===== src/core/gpio_pkg.sv =====
// Package of constants for the general-purpose port block with wake-up.
package gpio_pkg;

  localparam int unsigned NUM_PORTS  = 5;
  localparam int unsigned PORT_W     = 8;
  localparam int unsigned ADDR_W     = 4;

  // Register offsets: data and direction of ports A to E, then the block's own registers.
  localparam logic [3:0] PORT_A_DATA      = 4'h0;
  localparam logic [3:0] PORT_B_DATA      = 4'h1;
  localparam logic [3:0] PORT_C_DATA      = 4'h2;
  localparam logic [3:0] PORT_D_DATA      = 4'h3;
  localparam logic [3:0] PORT_E_DATA      = 4'h4;
  localparam logic [3:0] PORT_A_DIRECTION = 4'h5;
  localparam logic [3:0] PORT_E_DIRECTION = 4'h9;
  localparam logic [3:0] TIMER8_CONTROL   = 4'hA;
  localparam logic [3:0] TIMER16_CONTROL  = 4'hB;
  localparam logic [3:0] IRQ_STATUS       = 4'hC;
  localparam logic [3:0] IRQ_ENABLE       = 4'hD;
  localparam logic [3:0] IRQ_CLEAR        = 4'hE;
  localparam logic [3:0] POWER_CONTROL    = 4'hF;

  // Reset values: every data latch and direction bit high.
  localparam logic [7:0] DATA_RST         = 8'hFF;
  localparam logic [7:0] DIR_RST          = 8'hFF;
  localparam logic [7:0] TCTRL_RST        = 8'h00;

  // Timer control fields: mode pair in bits 7:6, edge select in bit 3.
  localparam int unsigned TMODE_HI        = 7;
  localparam int unsigned TMODE_LO        = 6;
  localparam int unsigned TEDGE_BIT       = 3;
  localparam logic [1:0]  TMODE_EVENT     = 2'h0;
  localparam logic [1:0]  TMODE_TIMER     = 2'h2;
  localparam logic [1:0]  TMODE_PULSE     = 2'h1;

  // Interrupt status bits.
  localparam int unsigned IRQ_WAKE        = 0;
  localparam int unsigned IRQ_T8_EDGE     = 1;
  localparam int unsigned IRQ_T16_EDGE    = 2;
  localparam int unsigned IRQ_W           = 3;

  // Port A output structure codes.
  localparam logic [1:0] OUT_PUSH_PULL    = 2'h0;
  localparam logic [1:0] OUT_OPEN_DRAIN   = 2'h1;
  localparam logic [1:0] OUT_PULL_UP_ONLY = 2'h2;

  typedef enum logic [0:0] {
    PWR_RUN  = 1'b0,
    PWR_DOWN = 1'b1
  } pwr_state_t;

endpackage


===== src/core/gpio_ports.sv =====
// General-purpose ports with direction control, wake-up and shared timer pins.
//
// Overview of operation
// - Direction bit 1 makes the pin input; 0 drives it as output.
// - Every pin has its own direction bit.
// - Input pins are not latched; reads sample the live pin level.
// - Written data stays in the output latch until rewritten.
// - Reading an output pin returns the output latch, not the pin.
// - Reset sets all data and direction registers to all ones.
// - Bit set or clear is a read of the port then a full write-back.
// - In power-down, a falling edge on a selected wake-up pin wakes the device.
// - Wake-up is chosen per bit on some pins, per nibble on others.
// - Weak pull-up only on input pins and only where configuration enables it.
// - Each port A pin is push-pull, open-drain, or pull-up-only by configuration.
// - Port A bit 6 feeds the 8-bit timer clock in external-input modes.
// - Port A bit 7 feeds the 16-bit timer clock in external-input modes.
// - In event mode each selected edge on the timer pin counts one.
// - Halt enters power-down until a wake-up event.
//
// The implementer's own choices: the address-and-strobe port and the placing of the registers.
`timescale 1ns/10ps
module gpio_ports #(
  parameter int unsigned NPORT = gpio_pkg::NUM_PORTS,
  parameter int unsigned W     = gpio_pkg::PORT_W
) (
  // Clock and reset
  input  wire logic                       mclk_i,
  input  wire logic                       rst_i,
  // Register port
  input  wire logic [gpio_pkg::ADDR_W-1:0] addr_i,
  input  wire logic [W-1:0]               wdata_i,
  input  wire logic                       wr_i,
  input  wire logic                       rd_i,
  output logic      [W-1:0]               rdata_o,
  // Configuration options
  input  wire logic [NPORT*W-1:0]         wake_bit_en_i,
  input  wire logic [NPORT*W-1:0]         wake_bit_mode_i,
  input  wire logic [NPORT*2-1:0]         wake_nib_en_i,
  input  wire logic [NPORT*W-1:0]         pullup_en_i,
  input  wire logic [2*W-1:0]             port_a_structure_i,
  // Pins
  input  wire logic [NPORT*W-1:0]         pin_i,
  output logic      [NPORT*W-1:0]         pin_o,
  output logic      [NPORT*W-1:0]         pin_oe_n_o,
  output logic      [NPORT*W-1:0]         pullup_o,
  // Power and timer events
  input  wire logic                       halt_i,
  output logic                            power_down_o,
  output logic                            wake_o,
  output logic                            timer8_count_o,
  output logic                            timer16_count_o,
  output logic                            irq_o
);
  import gpio_pkg::*;

  logic [W-1:0]         data_q [NPORT];
  logic [W-1:0]         dir_q  [NPORT];
  logic [W-1:0]         t8_ctrl_q;
  logic [W-1:0]         t16_ctrl_q;
  logic [IRQ_W-1:0]     irq_stat_q;
  logic [IRQ_W-1:0]     irq_en_q;
  logic [NPORT*W-1:0]   sync1_q;
  logic [NPORT*W-1:0]   sync2_q;
  logic [NPORT*W-1:0]   prev_q;
  logic [NPORT*W-1:0]   fall_sel;
  logic [NPORT*W-1:0]   wake_sel;
  logic [NPORT*W-1:0]   dir_flat;
  logic [NPORT*W-1:0]   data_flat;
  pwr_state_t           pwr_q;
  logic                 any_wake;
  logic                 t8_edge;
  logic                 t16_edge;
  logic [IRQ_W-1:0]     irq_set;
  logic [2:0]           prime_q;

  ////////////////////////////////////////////////////////////////////////////
  // Pin synchronisers and edge detection.

  always_ff @(posedge mclk_i) begin
    if (rst_i) begin
      sync1_q <= '1;
      sync2_q <= '1;
      prev_q  <= '1;
    end else begin
      sync1_q <= pin_i;
      sync2_q <= sync1_q;
      prev_q  <= sync2_q;
    end
  end

  // Edges are ignored until the pipeline holds real pin levels, so a pin that idles low
  // does not look like a falling edge right after reset.
  always_ff @(posedge mclk_i) begin
    if (rst_i) begin
      prime_q <= '0;
    end else begin
      prime_q <= {prime_q[1:0], 1'b1};
    end
  end

  // Wake-up selection is per bit, or per nibble where the bit option selects nibble mode.
  genvar gi;
  generate
    for (gi = 0; gi < NPORT*W; gi++) begin : g_pin
      assign wake_sel[gi] = wake_bit_mode_i[gi] ? wake_nib_en_i[gi/4]
                                                : wake_bit_en_i[gi];
      assign fall_sel[gi] = prime_q[2] & wake_sel[gi] & prev_q[gi] & ~sync2_q[gi];
      assign dir_flat[gi]  = dir_q[gi/W][gi%W];
      assign data_flat[gi] = data_q[gi/W][gi%W];
    end
  endgenerate

  assign any_wake = |fall_sel;

  // The timer pins only count when the timer mode selects the external input.
  assign t8_edge  = prime_q[2] && (t8_ctrl_q[TMODE_HI:TMODE_LO] != TMODE_TIMER) &&
                    (t8_ctrl_q[TEDGE_BIT] ? (~prev_q[6] & sync2_q[6])
                                          : (prev_q[6] & ~sync2_q[6]));
  assign t16_edge = prime_q[2] && (t16_ctrl_q[TMODE_HI:TMODE_LO] != TMODE_TIMER) &&
                    (t16_ctrl_q[TEDGE_BIT] ? (~prev_q[7] & sync2_q[7])
                                           : (prev_q[7] & ~sync2_q[7]));

  ////////////////////////////////////////////////////////////////////////////
  // Port data and direction latches.

  generate
    for (gi = 0; gi < NPORT; gi++) begin : g_port
      always_ff @(posedge mclk_i) begin
        if (rst_i) begin
          data_q[gi] <= DATA_RST;
          dir_q[gi]  <= DIR_RST;
        end else if (wr_i) begin
          // A bit operation arrives here as a full byte write-back of the read value.
          if (addr_i == PORT_A_DATA + 4'(gi)) begin
            data_q[gi] <= wdata_i;
          end
          if (addr_i == PORT_A_DIRECTION + 4'(gi)) begin
            dir_q[gi] <= wdata_i;
          end
        end
      end
    end
  endgenerate

  ////////////////////////////////////////////////////////////////////////////
  // Timer control and interrupt registers.

  always_ff @(posedge mclk_i) begin
    if (rst_i) begin
      t8_ctrl_q  <= TCTRL_RST;
      t16_ctrl_q <= TCTRL_RST;
      irq_en_q   <= '0;
    end else if (wr_i) begin
      if (addr_i == TIMER8_CONTROL) begin
        t8_ctrl_q <= wdata_i;
      end
      if (addr_i == TIMER16_CONTROL) begin
        t16_ctrl_q <= wdata_i;
      end
      if (addr_i == IRQ_ENABLE) begin
        irq_en_q <= wdata_i[IRQ_W-1:0];
      end
    end
  end

  assign irq_set = {t16_edge, t8_edge, any_wake};

  // A new event in the clearing cycle wins over the clear.
  always_ff @(posedge mclk_i) begin
    if (rst_i) begin
      irq_stat_q <= '0;
    end else if (wr_i && addr_i == IRQ_CLEAR) begin
      irq_stat_q <= (irq_stat_q & ~wdata_i[IRQ_W-1:0]) | irq_set;
    end else begin
      irq_stat_q <= irq_stat_q | irq_set;
    end
  end

  always_ff @(posedge mclk_i) begin
    if (rst_i) begin
      irq_o <= 1'b0;
    end else begin
      irq_o <= |((irq_stat_q | irq_set) & irq_en_q);
    end
  end

  ////////////////////////////////////////////////////////////////////////////
  // Power-down control.

  always_ff @(posedge mclk_i) begin
    if (rst_i) begin
      pwr_q  <= PWR_RUN;
      wake_o <= 1'b0;
    end else begin
      wake_o <= 1'b0;
      case (pwr_q)
        PWR_RUN: begin
          if (halt_i) begin
            pwr_q <= PWR_DOWN;
          end
        end
        PWR_DOWN: begin
          if (any_wake) begin
            pwr_q  <= PWR_RUN;
            wake_o <= 1'b1;
          end
        end
        default: pwr_q <= PWR_RUN;
      endcase
    end
  end

  always_ff @(posedge mclk_i) begin
    if (rst_i) begin
      power_down_o <= 1'b0;
    end else begin
      power_down_o <= (pwr_q == PWR_RUN) ? halt_i : !any_wake;
    end
  end

  ////////////////////////////////////////////////////////////////////////////
  // Read path.

  always_ff @(posedge mclk_i) begin
    if (rst_i) begin
      rdata_o <= '0;
    end else if (rd_i) begin
      rdata_o <= '0;
      for (int p = 0; p < NPORT; p++) begin
        if (addr_i == PORT_A_DATA + 4'(p)) begin
          // Inputs give the raw pin level, outputs the latch.
          rdata_o <= (dir_q[p] & pin_i[p*W +: W]) | (~dir_q[p] & data_q[p]);
        end
        if (addr_i == PORT_A_DIRECTION + 4'(p)) begin
          rdata_o <= dir_q[p];
        end
      end
      if (addr_i == TIMER8_CONTROL) begin
        rdata_o <= t8_ctrl_q;
      end
      if (addr_i == TIMER16_CONTROL) begin
        rdata_o <= t16_ctrl_q;
      end
      if (addr_i == IRQ_STATUS) begin
        rdata_o <= {{(W-IRQ_W){1'b0}}, irq_stat_q};
      end
      if (addr_i == IRQ_ENABLE) begin
        rdata_o <= {{(W-IRQ_W){1'b0}}, irq_en_q};
      end
      if (addr_i == POWER_CONTROL) begin
        rdata_o <= {{(W-1){1'b0}}, pwr_q == PWR_DOWN};
      end
    end else begin
      rdata_o <= '0;
    end
  end

  ////////////////////////////////////////////////////////////////////////////
  // Pin drivers.

  always_ff @(posedge mclk_i) begin
    if (rst_i) begin
      pin_o      <= '1;
      pin_oe_n_o <= '1;
      pullup_o   <= '0;
    end else begin
      for (int b = 0; b < NPORT*W; b++) begin
        pin_o[b]      <= data_flat[b];
        pin_oe_n_o[b] <= dir_flat[b];
        pullup_o[b]   <= dir_flat[b] & pullup_en_i[b];
      end
      // Open-drain drives only low, pull-up-only drives only high; these override the above.
      for (int b = 0; b < W; b++) begin
        if (port_a_structure_i[2*b +: 2] == OUT_OPEN_DRAIN) begin
          pin_oe_n_o[b] <= dir_flat[b] | data_flat[b];
        end else if (port_a_structure_i[2*b +: 2] == OUT_PULL_UP_ONLY) begin
          pin_oe_n_o[b] <= dir_flat[b] | ~data_flat[b];
        end
      end
    end
  end

  always_ff @(posedge mclk_i) begin
    if (rst_i) begin
      timer8_count_o  <= 1'b0;
      timer16_count_o <= 1'b0;
    end else begin
      timer8_count_o  <= t8_edge;
      timer16_count_o <= t16_edge;
    end
  end

  ////////////////////////////////////////////////////////////////////////////
  // Checks.

  reset_dir_a: assert property (@(posedge mclk_i) rst_i |=> pin_oe_n_o == '1)
    else $error("pins not inputs after reset");
  dir_drive_a: assert property (@(posedge mclk_i) disable iff (rst_i)
    (dir_q[1][0] == 1'b0) |=> (pin_oe_n_o[W] == 1'b0))
    else $error("output pin not driven");
  latch_hold_a: assert property (@(posedge mclk_i) disable iff (rst_i)
    !(wr_i && addr_i == PORT_A_DATA) |=> $stable(data_q[0]))
    else $error("latch changed without write");
  out_read_a: assert property (@(posedge mclk_i) disable iff (rst_i)
    (rd_i && addr_i == PORT_B_DATA && dir_q[1] == 8'h00) |=> rdata_o == $past(data_q[1]))
    else $error("output read not latch");
  in_read_a: assert property (@(posedge mclk_i) disable iff (rst_i)
    (rd_i && addr_i == PORT_C_DATA && dir_q[2] == 8'hFF) |=> rdata_o == $past(pin_i[23:16]))
    else $error("input read not live pin");
  wake_exit_a: assert property (@(posedge mclk_i) disable iff (rst_i)
    (pwr_q == PWR_DOWN && any_wake) |=> (pwr_q == PWR_RUN && wake_o))
    else $error("no wake on falling edge");
  wake_set_a: assert property (@(posedge mclk_i) disable iff (rst_i)
    irq_set[IRQ_WAKE] |=> irq_stat_q[IRQ_WAKE])
    else $error("wake status lost to clear");
  halt_enter_a: assert property (@(posedge mclk_i) disable iff (rst_i)
    (pwr_q == PWR_RUN && halt_i) |=> power_down_o ##0 pwr_q == PWR_DOWN)
    else $error("halt did not power down");
  pullup_in_a: assert property (@(posedge mclk_i) disable iff (rst_i)
    pullup_o[3] |-> $past(dir_flat[3] & pullup_en_i[3]))
    else $error("pull-up on output pin");
  od_drive_a: assert property (@(posedge mclk_i) disable iff (rst_i)
    (port_a_structure_i[3:2] == OUT_OPEN_DRAIN && data_q[0][1]) |=> pin_oe_n_o[1])
    else $error("open-drain pin driven high");
  t8_count_a: assert property (@(posedge mclk_i) disable iff (rst_i)
    timer8_count_o |-> $past(t8_ctrl_q[TMODE_HI:TMODE_LO]) != TMODE_TIMER)
    else $error("timer pin counted in timer mode");
  t16_count_a: assert property (@(posedge mclk_i) disable iff (rst_i)
    timer16_count_o |-> $past(t16_ctrl_q[TMODE_HI:TMODE_LO]) != TMODE_TIMER)
    else $error("wide timer pin counted in timer mode");
  sync_fall_a: assert property (@(posedge mclk_i) disable iff (rst_i)
    fall_sel[0] |-> $past(pin_i[0], 3) && !$past(pin_i[0], 2))
    else $error("wake edge not from synchronised pin");

  wake_cov_c:  cover property (@(posedge mclk_i) pwr_q == PWR_DOWN ##1 wake_o);
  t16_cov_c:   cover property (@(posedge mclk_i) timer16_count_o);
  irq_cov_c:   cover property (@(posedge mclk_i) irq_o);
  rmw_cov_c:   cover property (@(posedge mclk_i) rd_i && addr_i == PORT_A_DATA ##1
                               wr_i && addr_i == PORT_A_DATA);

endmodule


===== config.mk =====
export PLATFORM = sky130hd
export DESIGN_NAME = gpio_ports
export DESIGN_NICKNAME = d
export VERILOG_FILES = /design/src/core/gpio_pkg.sv /design/src/core/gpio_ports.sv
export SDC_FILE = /design/constraint.sdc
export NUM_CORES = 1
export LEC_CHECK = 0
export BUFFER_PORTS_ARGS = -buffer_cell sky130_fd_sc_hd__buf_2
export CAP_MARGIN = 30
export CORE_ASPECT_RATIO = 1.5
export CORE_MARGIN = 2
export CORE_UTILIZATION = 30
export DETAILED_ROUTE_END_ITERATION = 16
export GPL_TIMING_DRIVEN = 1
export PLACE_DENSITY = 0.56
export SYNTH_ARGS = -nofsm -noshare
export SYNTH_HDL_FRONTEND = slang
export SYNTH_SLANG_ARGS = --single-unit

===== constraint.sdc =====
create_clock -name mclk_i -period 5.05 [get_ports mclk_i]
set_input_delay 0.2525 -clock mclk_i [delete_from_list [all_inputs] [get_ports mclk_i]]
set_output_delay 0.2525 -clock mclk_i [all_outputs]
set_load 0.05 [all_outputs]

==> results of run 1 <==
## worst paths after layout
kind / cells after the start / slack, ns / endpoint
min: 2 / 0.01 / pin_oe_n_o[3]
max: 7 / 2.80 / rdata_o[6]
min reg2reg: 1 / 0.41 / sync2_q[15]
max reg2reg: 5 / 2.92 / irq_o
## state kept, by name, indices dropped and copies added, names as in the netlist, 3 cells and up
| signal | cells |
|---|---|
| data_q | 40 |
| dir_q | 40 |
| irq_en_q | 3 |
| irq_stat_q | 3 |
| pin_o | 40 |
| pin_oe_n_o | 40 |
| prev_q | 40 |
| prime_q | 3 |
| pullup_o | 40 |
| rdata_o | 8 |
| sync1_q | 40 |
| sync2_q | 40 |
| t16_ctrl_q | 8 |
| t8_ctrl_q | 8 |
## cells in the mapped netlist (9+ instances only)
| cell | instances |
|---|---|
| dfxtp_1 | 278 |
| or2_2 | 257 |
| edfxtp_1 | 80 |
| mux2i_1 | 80 |
| nand2_1 | 71 |
| nor2_1 | 53 |
| a21oi_1 | 47 |
| clkbuf_1 | 43 |
| and3_1 | 42 |
| nor3b_1 | 27 |
| o21ai_0 | 24 |
| nand2b_1 | 21 |
| inv_1 | 20 |
| buf_2 | 13 |
| nor2b_1 | 13 |
| nor4_1 | 11 |
| o211ai_1 | 10 |
| a211oi_1 | 9 |
| mux2_2 | 9 |
| nand3_1 | 9 |
## cell families (layout without fill, tap and decap cells)
kind of cell / count (synthesis) / after routing
AOI/OAI and AO/OA: 151 / 151
DFF: 358 / 358
muxes: 89 / 89
buffers and inverters: 82 / 519
and+or+nand+nor: 534 / 534
## per-stage QoR
stage / cells / area (um2)
final: 2227 / 17500
after global routing: 2227 / 17500
after CTS: 2227 / 17500
after detailed placement: 2074 / 15500
after global placement: 2072 / 15500
after floorplan: 1214 / 13300
## area by class of cell
cell class | instances | area share, %
multi-input cells | 774 | 28.4
inverters | 21 | 0.450
repair buffers | 433 | 15.2
clock inverters | 13 | 0.550
flip-flops and latches | 358 | 45.5
well taps | 576 | 4.11
clock buffers | 52 | 5.85
## cells in the final DEF (no fill, tap or decap), types with 8 or more instances in the layout
cell / count
nand2_1: 71
buf_4: 9
dfxtp_1: 278
nor3b_1: 27
o32ai_1: 8
nor2_1: 53
a21oi_1: 47
o21ai_0: 24
clkbuf_16: 38
or2_2: 257
nor4_1: 11
edfxtp_1: 80
o211ai_1: 10
mux2i_1: 80
buf_2: 334
nand2b_1: 21
inv_1: 20
and3_1: 42
dlygate4sd3_1: 88
clkbuf_1: 11
nand3_1: 9
nor2b_1: 13
mux2_2: 9
o22ai_1: 8
a211oi_1: 9
## critical path, cell delays in order
cell      delay, ns
buf_2          0.33
nand2b_1       0.49
nor3_2         0.74
a21oi_1        0.16
a21oi_1        0.31
nor4_1         0.10
nor2_1         0.27
## where the power goes
part	internal (mW)	switching (mW)	leakage [nW]
logic	0.278	0.498	3.66
registers	3.06	0.0841	3.10
clock network	1.47	1.12	0.550
total	4.81	1.70	7.30
## layer usage
metal	up-vias	part of all wire, %
met5	-	0.023
met4	2	4.1
met3	83	4.5
met2	358	53
met1	4895	39
li1	4975	-
==> impl_metrics.csv, run 1 <==
group,metric,value,unit
timing,fin_worst_skew,0.0170,ns
timing,tightestPinTransition,0.849,ns
global_route,use_met1,22.1,%
detailed_routing,avgRoutedWirePerCell,21.3,um
global_route,grt_max_degree,96,
clock_network,cts.clk_slew.worst_paths,0.06,ns
logic_synthesis,ys.warnings.count,0,
pwr,p_leak,7.30,nW
floorplanning,core-area,43800,um2
logic_synthesis,synth-edff-count,80,
global_route,busiest_layer,"met2",
logic_synthesis,ys_top_cells_by_area,"dfxtp_1 (42%), edfxtp_1 (18%), or2_2 (12%), mux2i_1 (6.0%), nand2_1 (2.0%)",
detailed_routing,dr.first_iter.drc_count,692,
global_route,grt_util_met2,37.7,%
detailed_routing,ant_nets,0,
cells_and_area,syn_to_final_growth,32.0,%
timing,setup_viol_count_final,0,
timing,fmax,0.444,GHz
timing,drv_slew,0,
timing,finalCritPeriodShare,44.6,%
setup_path,arrival,2.67,ns
cells_and_area,fillers,4312,
setup_path,start_kind,"primary input",
detailed_routing,dr.pass1.iters,5,
timing,hold_violations,0,
floorplanning,initial_utilization,30.3,%
global_route,antenna_found_initial,3,
floorplanning,num_io_pins,336,
cells_and_area,ff_latch_area,7970,um2
global_route,grt_pass1_vias,10400,
setup_path,required,5.46,ns
place,place_hpwl,35400,um
logic_synthesis,avgSynthCellArea,10.9,um2
logic_synthesis,synth_mux_area_share,6.80,%
global_route,grt.overflow.total,0,
logic_synthesis,synthAdderAreaFrac,0,%
setup_path,rr_startpoint,"prev_q[10]",
setup_path,path_class,"in -> reg",
clock_network,numCtsBuffers,36,
pwr,power_density,372,nW/um2
cells_and_area,drive_above_1_share,40.6,%
logic_synthesis,syn_area,13300,um2
setup_path,critical_path.startpoint,"addr_i[0]",
floorplanning,die_w,176,um
floorplanning,core.rowCount,94,
cells_and_area,finalCoreUtilization,40.0,%
logic_synthesis,synthFlopType,"dfxtp_1",
detailed_routing,routed_via_density,4.63,
clock_network,clkLatencyLatePin,0.54,ns
logic_synthesis,synth_seq_cells,358,
clock_network,clock-sinks,358,
clock_network,cts_root_buffer,"clkbuf_16",
logic_synthesis,yosysTopAreaCell,"dfxtp_1",
logic_synthesis,synth_cells,1214,
detailed_routing,drcViolationCount,0,
logic_synthesis,synthArstFlopShare,0,%
logic_synthesis,synth_nets,1417,
timing,slew_headroom,43.1,%
setup_path,cp_max_fo,38,
outcome,outcome,"completed",
logic_synthesis,synth-xor-area-share,0,%
run,drv_cap,0,
logic_synthesis,synth_seq_area_share,60.0,%
cells_and_area,multi_input_area,4970,um2
logic_synthesis,synth_top_family_by_area,"simple AND/OR/NAND/NOR gates",
timing,finalCriticalPeriod,2.25,ns
clock_network,cts_hold_buffers,88,
cells_and_area,nets,1827,
place,place_worst_setup_slack,2.29,ns
pwr,ir_worst_vdd,0.000226,V
cells_and_area,antenna-diode-count,0,
clock_network,h-tree-depth,2,
timing,holdWs,0.0119,ns
min_path,worstHoldStart,"port_a_structure_i[7]",
setup_path,crit_path_end_kind,"flop",
detailed_routing,routed-via-count,10300,
global_route,grt_pass1_wl,66800,um
clock_network,cts_buffer_depth,3,
timing,final.setup.worst_slack,2.80,ns
clock_network,cts_resized,0,
floorplanning,die_area,46000,um2
floorplanning,die_h,262,um
pwr,power,6.52,mW
logic_synthesis,synth_top_area_share,41.9,%
timing,tns,0,ns
clock_network,postCtsSetupBuffers,0,
place,port_buffers,335,
detailed_routing,wl,47400,um
logic_synthesis,synth_compound_area_share,7.47,%
global_route,grt_usage,19.9,%
global_route,use_met3,2.72,%
timing,grt_setup_unrepaired,"no",
logic_synthesis,synth-simple-area-share,23.2,%
min_path,min_path_type,"in -> reg",
clock_network,cts_tree,"yes",
place,gp_congestion,0.851,
logic_synthesis,ys_types,60,
No activity file was read; power rests on OpenSTA's default activity.
==> run 2, diff against run 1 <==
--- a/config.mk
+++ b/config.mk
@@ -12,7 +12,7 @@
 export CORE_UTILIZATION = 30
 export DETAILED_ROUTE_END_ITERATION = 16
 export GPL_TIMING_DRIVEN = 1
-export PLACE_DENSITY = 0.56
+export PLACE_DENSITY = 0.58
 export SYNTH_ARGS = -nofsm -noshare
 export SYNTH_HDL_FRONTEND = slang
 export SYNTH_SLANG_ARGS = --single-unit
==> constraint.sdc (replaced) <==
create_clock -name mclk_i -period 1.9 [get_ports mclk_i]
set_input_delay 0.095 -clock mclk_i [delete_from_list [all_inputs] [get_ports mclk_i]]
set_output_delay 0.095 -clock mclk_i [all_outputs]
set_load 0.05 [all_outputs]
==> impl_metrics.csv, run 2 (synthesized netlist as in run 1, its figures left out) <==
group,metric,value,unit
place,place_hpwl,35400,um
cells_and_area,syn_to_final_growth,37.7,%
clock_network,h-tree-depth,2,
cells_and_area,finalCoreUtilization,41.8,%
cells_and_area,antenna-diode-count,0,
place,dpl-instance-area,16100,um2
detailed_routing,avgRoutedWirePerCell,20.4,um
timing,fin_worst_skew,0.0227,ns
timing,tns,0,ns
cells_and_area,stdcell_count,2311,
min_path,min_path_type,"in -> reg",
place,place_worst_setup_slack,-0.149,ns
clock_network,clock-sinks,358,
setup_path,cp_top_family,"compound AO/OA/AOI/OAI gates",
detailed_routing,routed_via_density,4.59,
timing,tightestPinTransition,0.882,ns
detailed_routing,ant_nets,0,
clock_network,cts_root_buffer,"clkbuf_16",
detailed_routing,dr.pass1.iters,5,
clock_network,cts.clk_slew.worst_paths,0.07,ns
pwr,power_density,970,nW/um2
clock_network,numCtsBuffers,36,
detailed_routing,wl,47200,um
setup_path,slowest_stage,"edfxtp_1",
timing,setup_viol_count_final,0,
setup_path,crit_buf_inv,0,
detailed_routing,drcViolationCount,0,
place,gp_congestion,0.903,
floorplanning,core.rowCount,94,
floorplanning,core-area,43800,um2
floorplanning,die_w,176,um
setup_path,path_cells,"or3_1 > a211oi_2 > o21ai_1 > a221o_1 > a31o_1",
timing,finalCriticalPeriod,1.82,ns
place,port_buffers,335,
global_route,grt_max_degree,219,
timing,hold_violations,0,
cells_and_area,fillers,4268,
cells_and_area,nets,1912,
clock_network,cts_buffer_depth,3,
clock_network,postCtsSetupBuffers,0,
floorplanning,die_area,46000,um2
global_route,grt_pass1_wl,67300,um
clock_network,cts_tree,"yes",
setup_path,path_class,"reg -> reg",
place,dp_cells,2147,
outcome,outcome,"completed",
timing,finalCritPeriodShare,96.0,%
timing,holdWs,0.0702,ns
cells_and_area,design_area,18300,um2
global_route,antenna_found_initial,0,
timing,grt_setup_unrepaired,"no",
global_route,grt_usage,19.9,%
cells_and_area,mostFrequentLayoutCells,"buf_2 (334), dfxtp_1 (278), or2_2 (257)",
floorplanning,num_io_pins,336,
timing,fmax,0.548,GHz
global_route,grt.overflow.total,0,
global_route,grt_pass1_vias,10800,
floorplanning,initial_utilization,30.3,%
setup_path,required,2.33,ns
setup_path,start_kind,"flop",
detailed_routing,dr.first_iter.drc_count,571,
floorplanning,die_h,262,um
pwr,power,17.7,mW
clock_network,clkLatencyLatePin,0.54,ns
pwr,p_leak,7.74,nW
setup_path,crit_path_end_kind,"flop",
setup_path,max_stage_delay,0.41,ns
run,drv_cap,0,
detailed_routing,routed-via-count,10600,
timing,final.setup.worst_slack,0.0759,ns
setup_path,cp_max_fo,2,
cells_and_area,layout_commonest_cell,"buf_2",
setup_path,arrival,2.26,ns
cells_and_area,drive_above_1_share,43.2,%
pwr,ir_worst_vdd,0.000721,V
timing,slew_headroom,41.2,%
timing,drv_slew,0,
==> run 2: worst reg2reg max path, delay by kind of cell (launching register included) <==
| kind | cells | cell delay (ns) |
|---|---|---|
| DFF | 1 | 0.41 |
| AOI/OAI and AO/OA | 4 | 0.92 |
| and+or+nand+nor | 1 | 0.38 |
==> run 2: final timing paths <==
kind | endpoint | startpoint | cells after the start | slack (ns)
min reg2reg | sync2_q[28] | sync1_q[28] | 1 | 0.40
max | rdata_o[1] | data_q[1][1] | 5 | 0.08
max reg2reg | rdata_o[1] | data_q[1][1] | 5 | 0.08
min | irq_en_q[1] | wdata_i[1] | 3 | 0.07
==> run 2: repair_timing <==
item                       in CTS  in global routing
setup endpoints to repair       0                  3
hold endpoints to repair       91                  0
resized for setup               0                  1
hold buffers                  100                  0
==> run 2: final cells by class <==
class / count / area (um2) / share of cell area, %
Sequential cell: 358 / 7970 / 43.6
Clock inverter: 13 / 129 / 0.705
Tap cell: 576 / 721 / 3.94
Multi-Input combinational cell: 774 / 4980 / 27.2
Inverter: 21 / 78.8 / 0.431
Clock buffer: 51 / 1050 / 5.74
Timing Repair Buffer: 518 / 3360 / 18.4
==> run 2: where the power goes <==
part / internal, mW / switching, mW / total (mW)
registers: 8.14 / 0.192 / 8.33
clock network: 4.15 / 3.01 / 7.16
logic: 0.859 / 1.38 / 2.24
==> run 2: layer usage <==
layer	track usage, %	up-vias	part of all wire, %
met2	38.1	344	53
met3	2.55	82	4.3
met5	0	-	0
met1	21.5	5025	38
li1	-	5146	-
met4	9.48	0	4.4
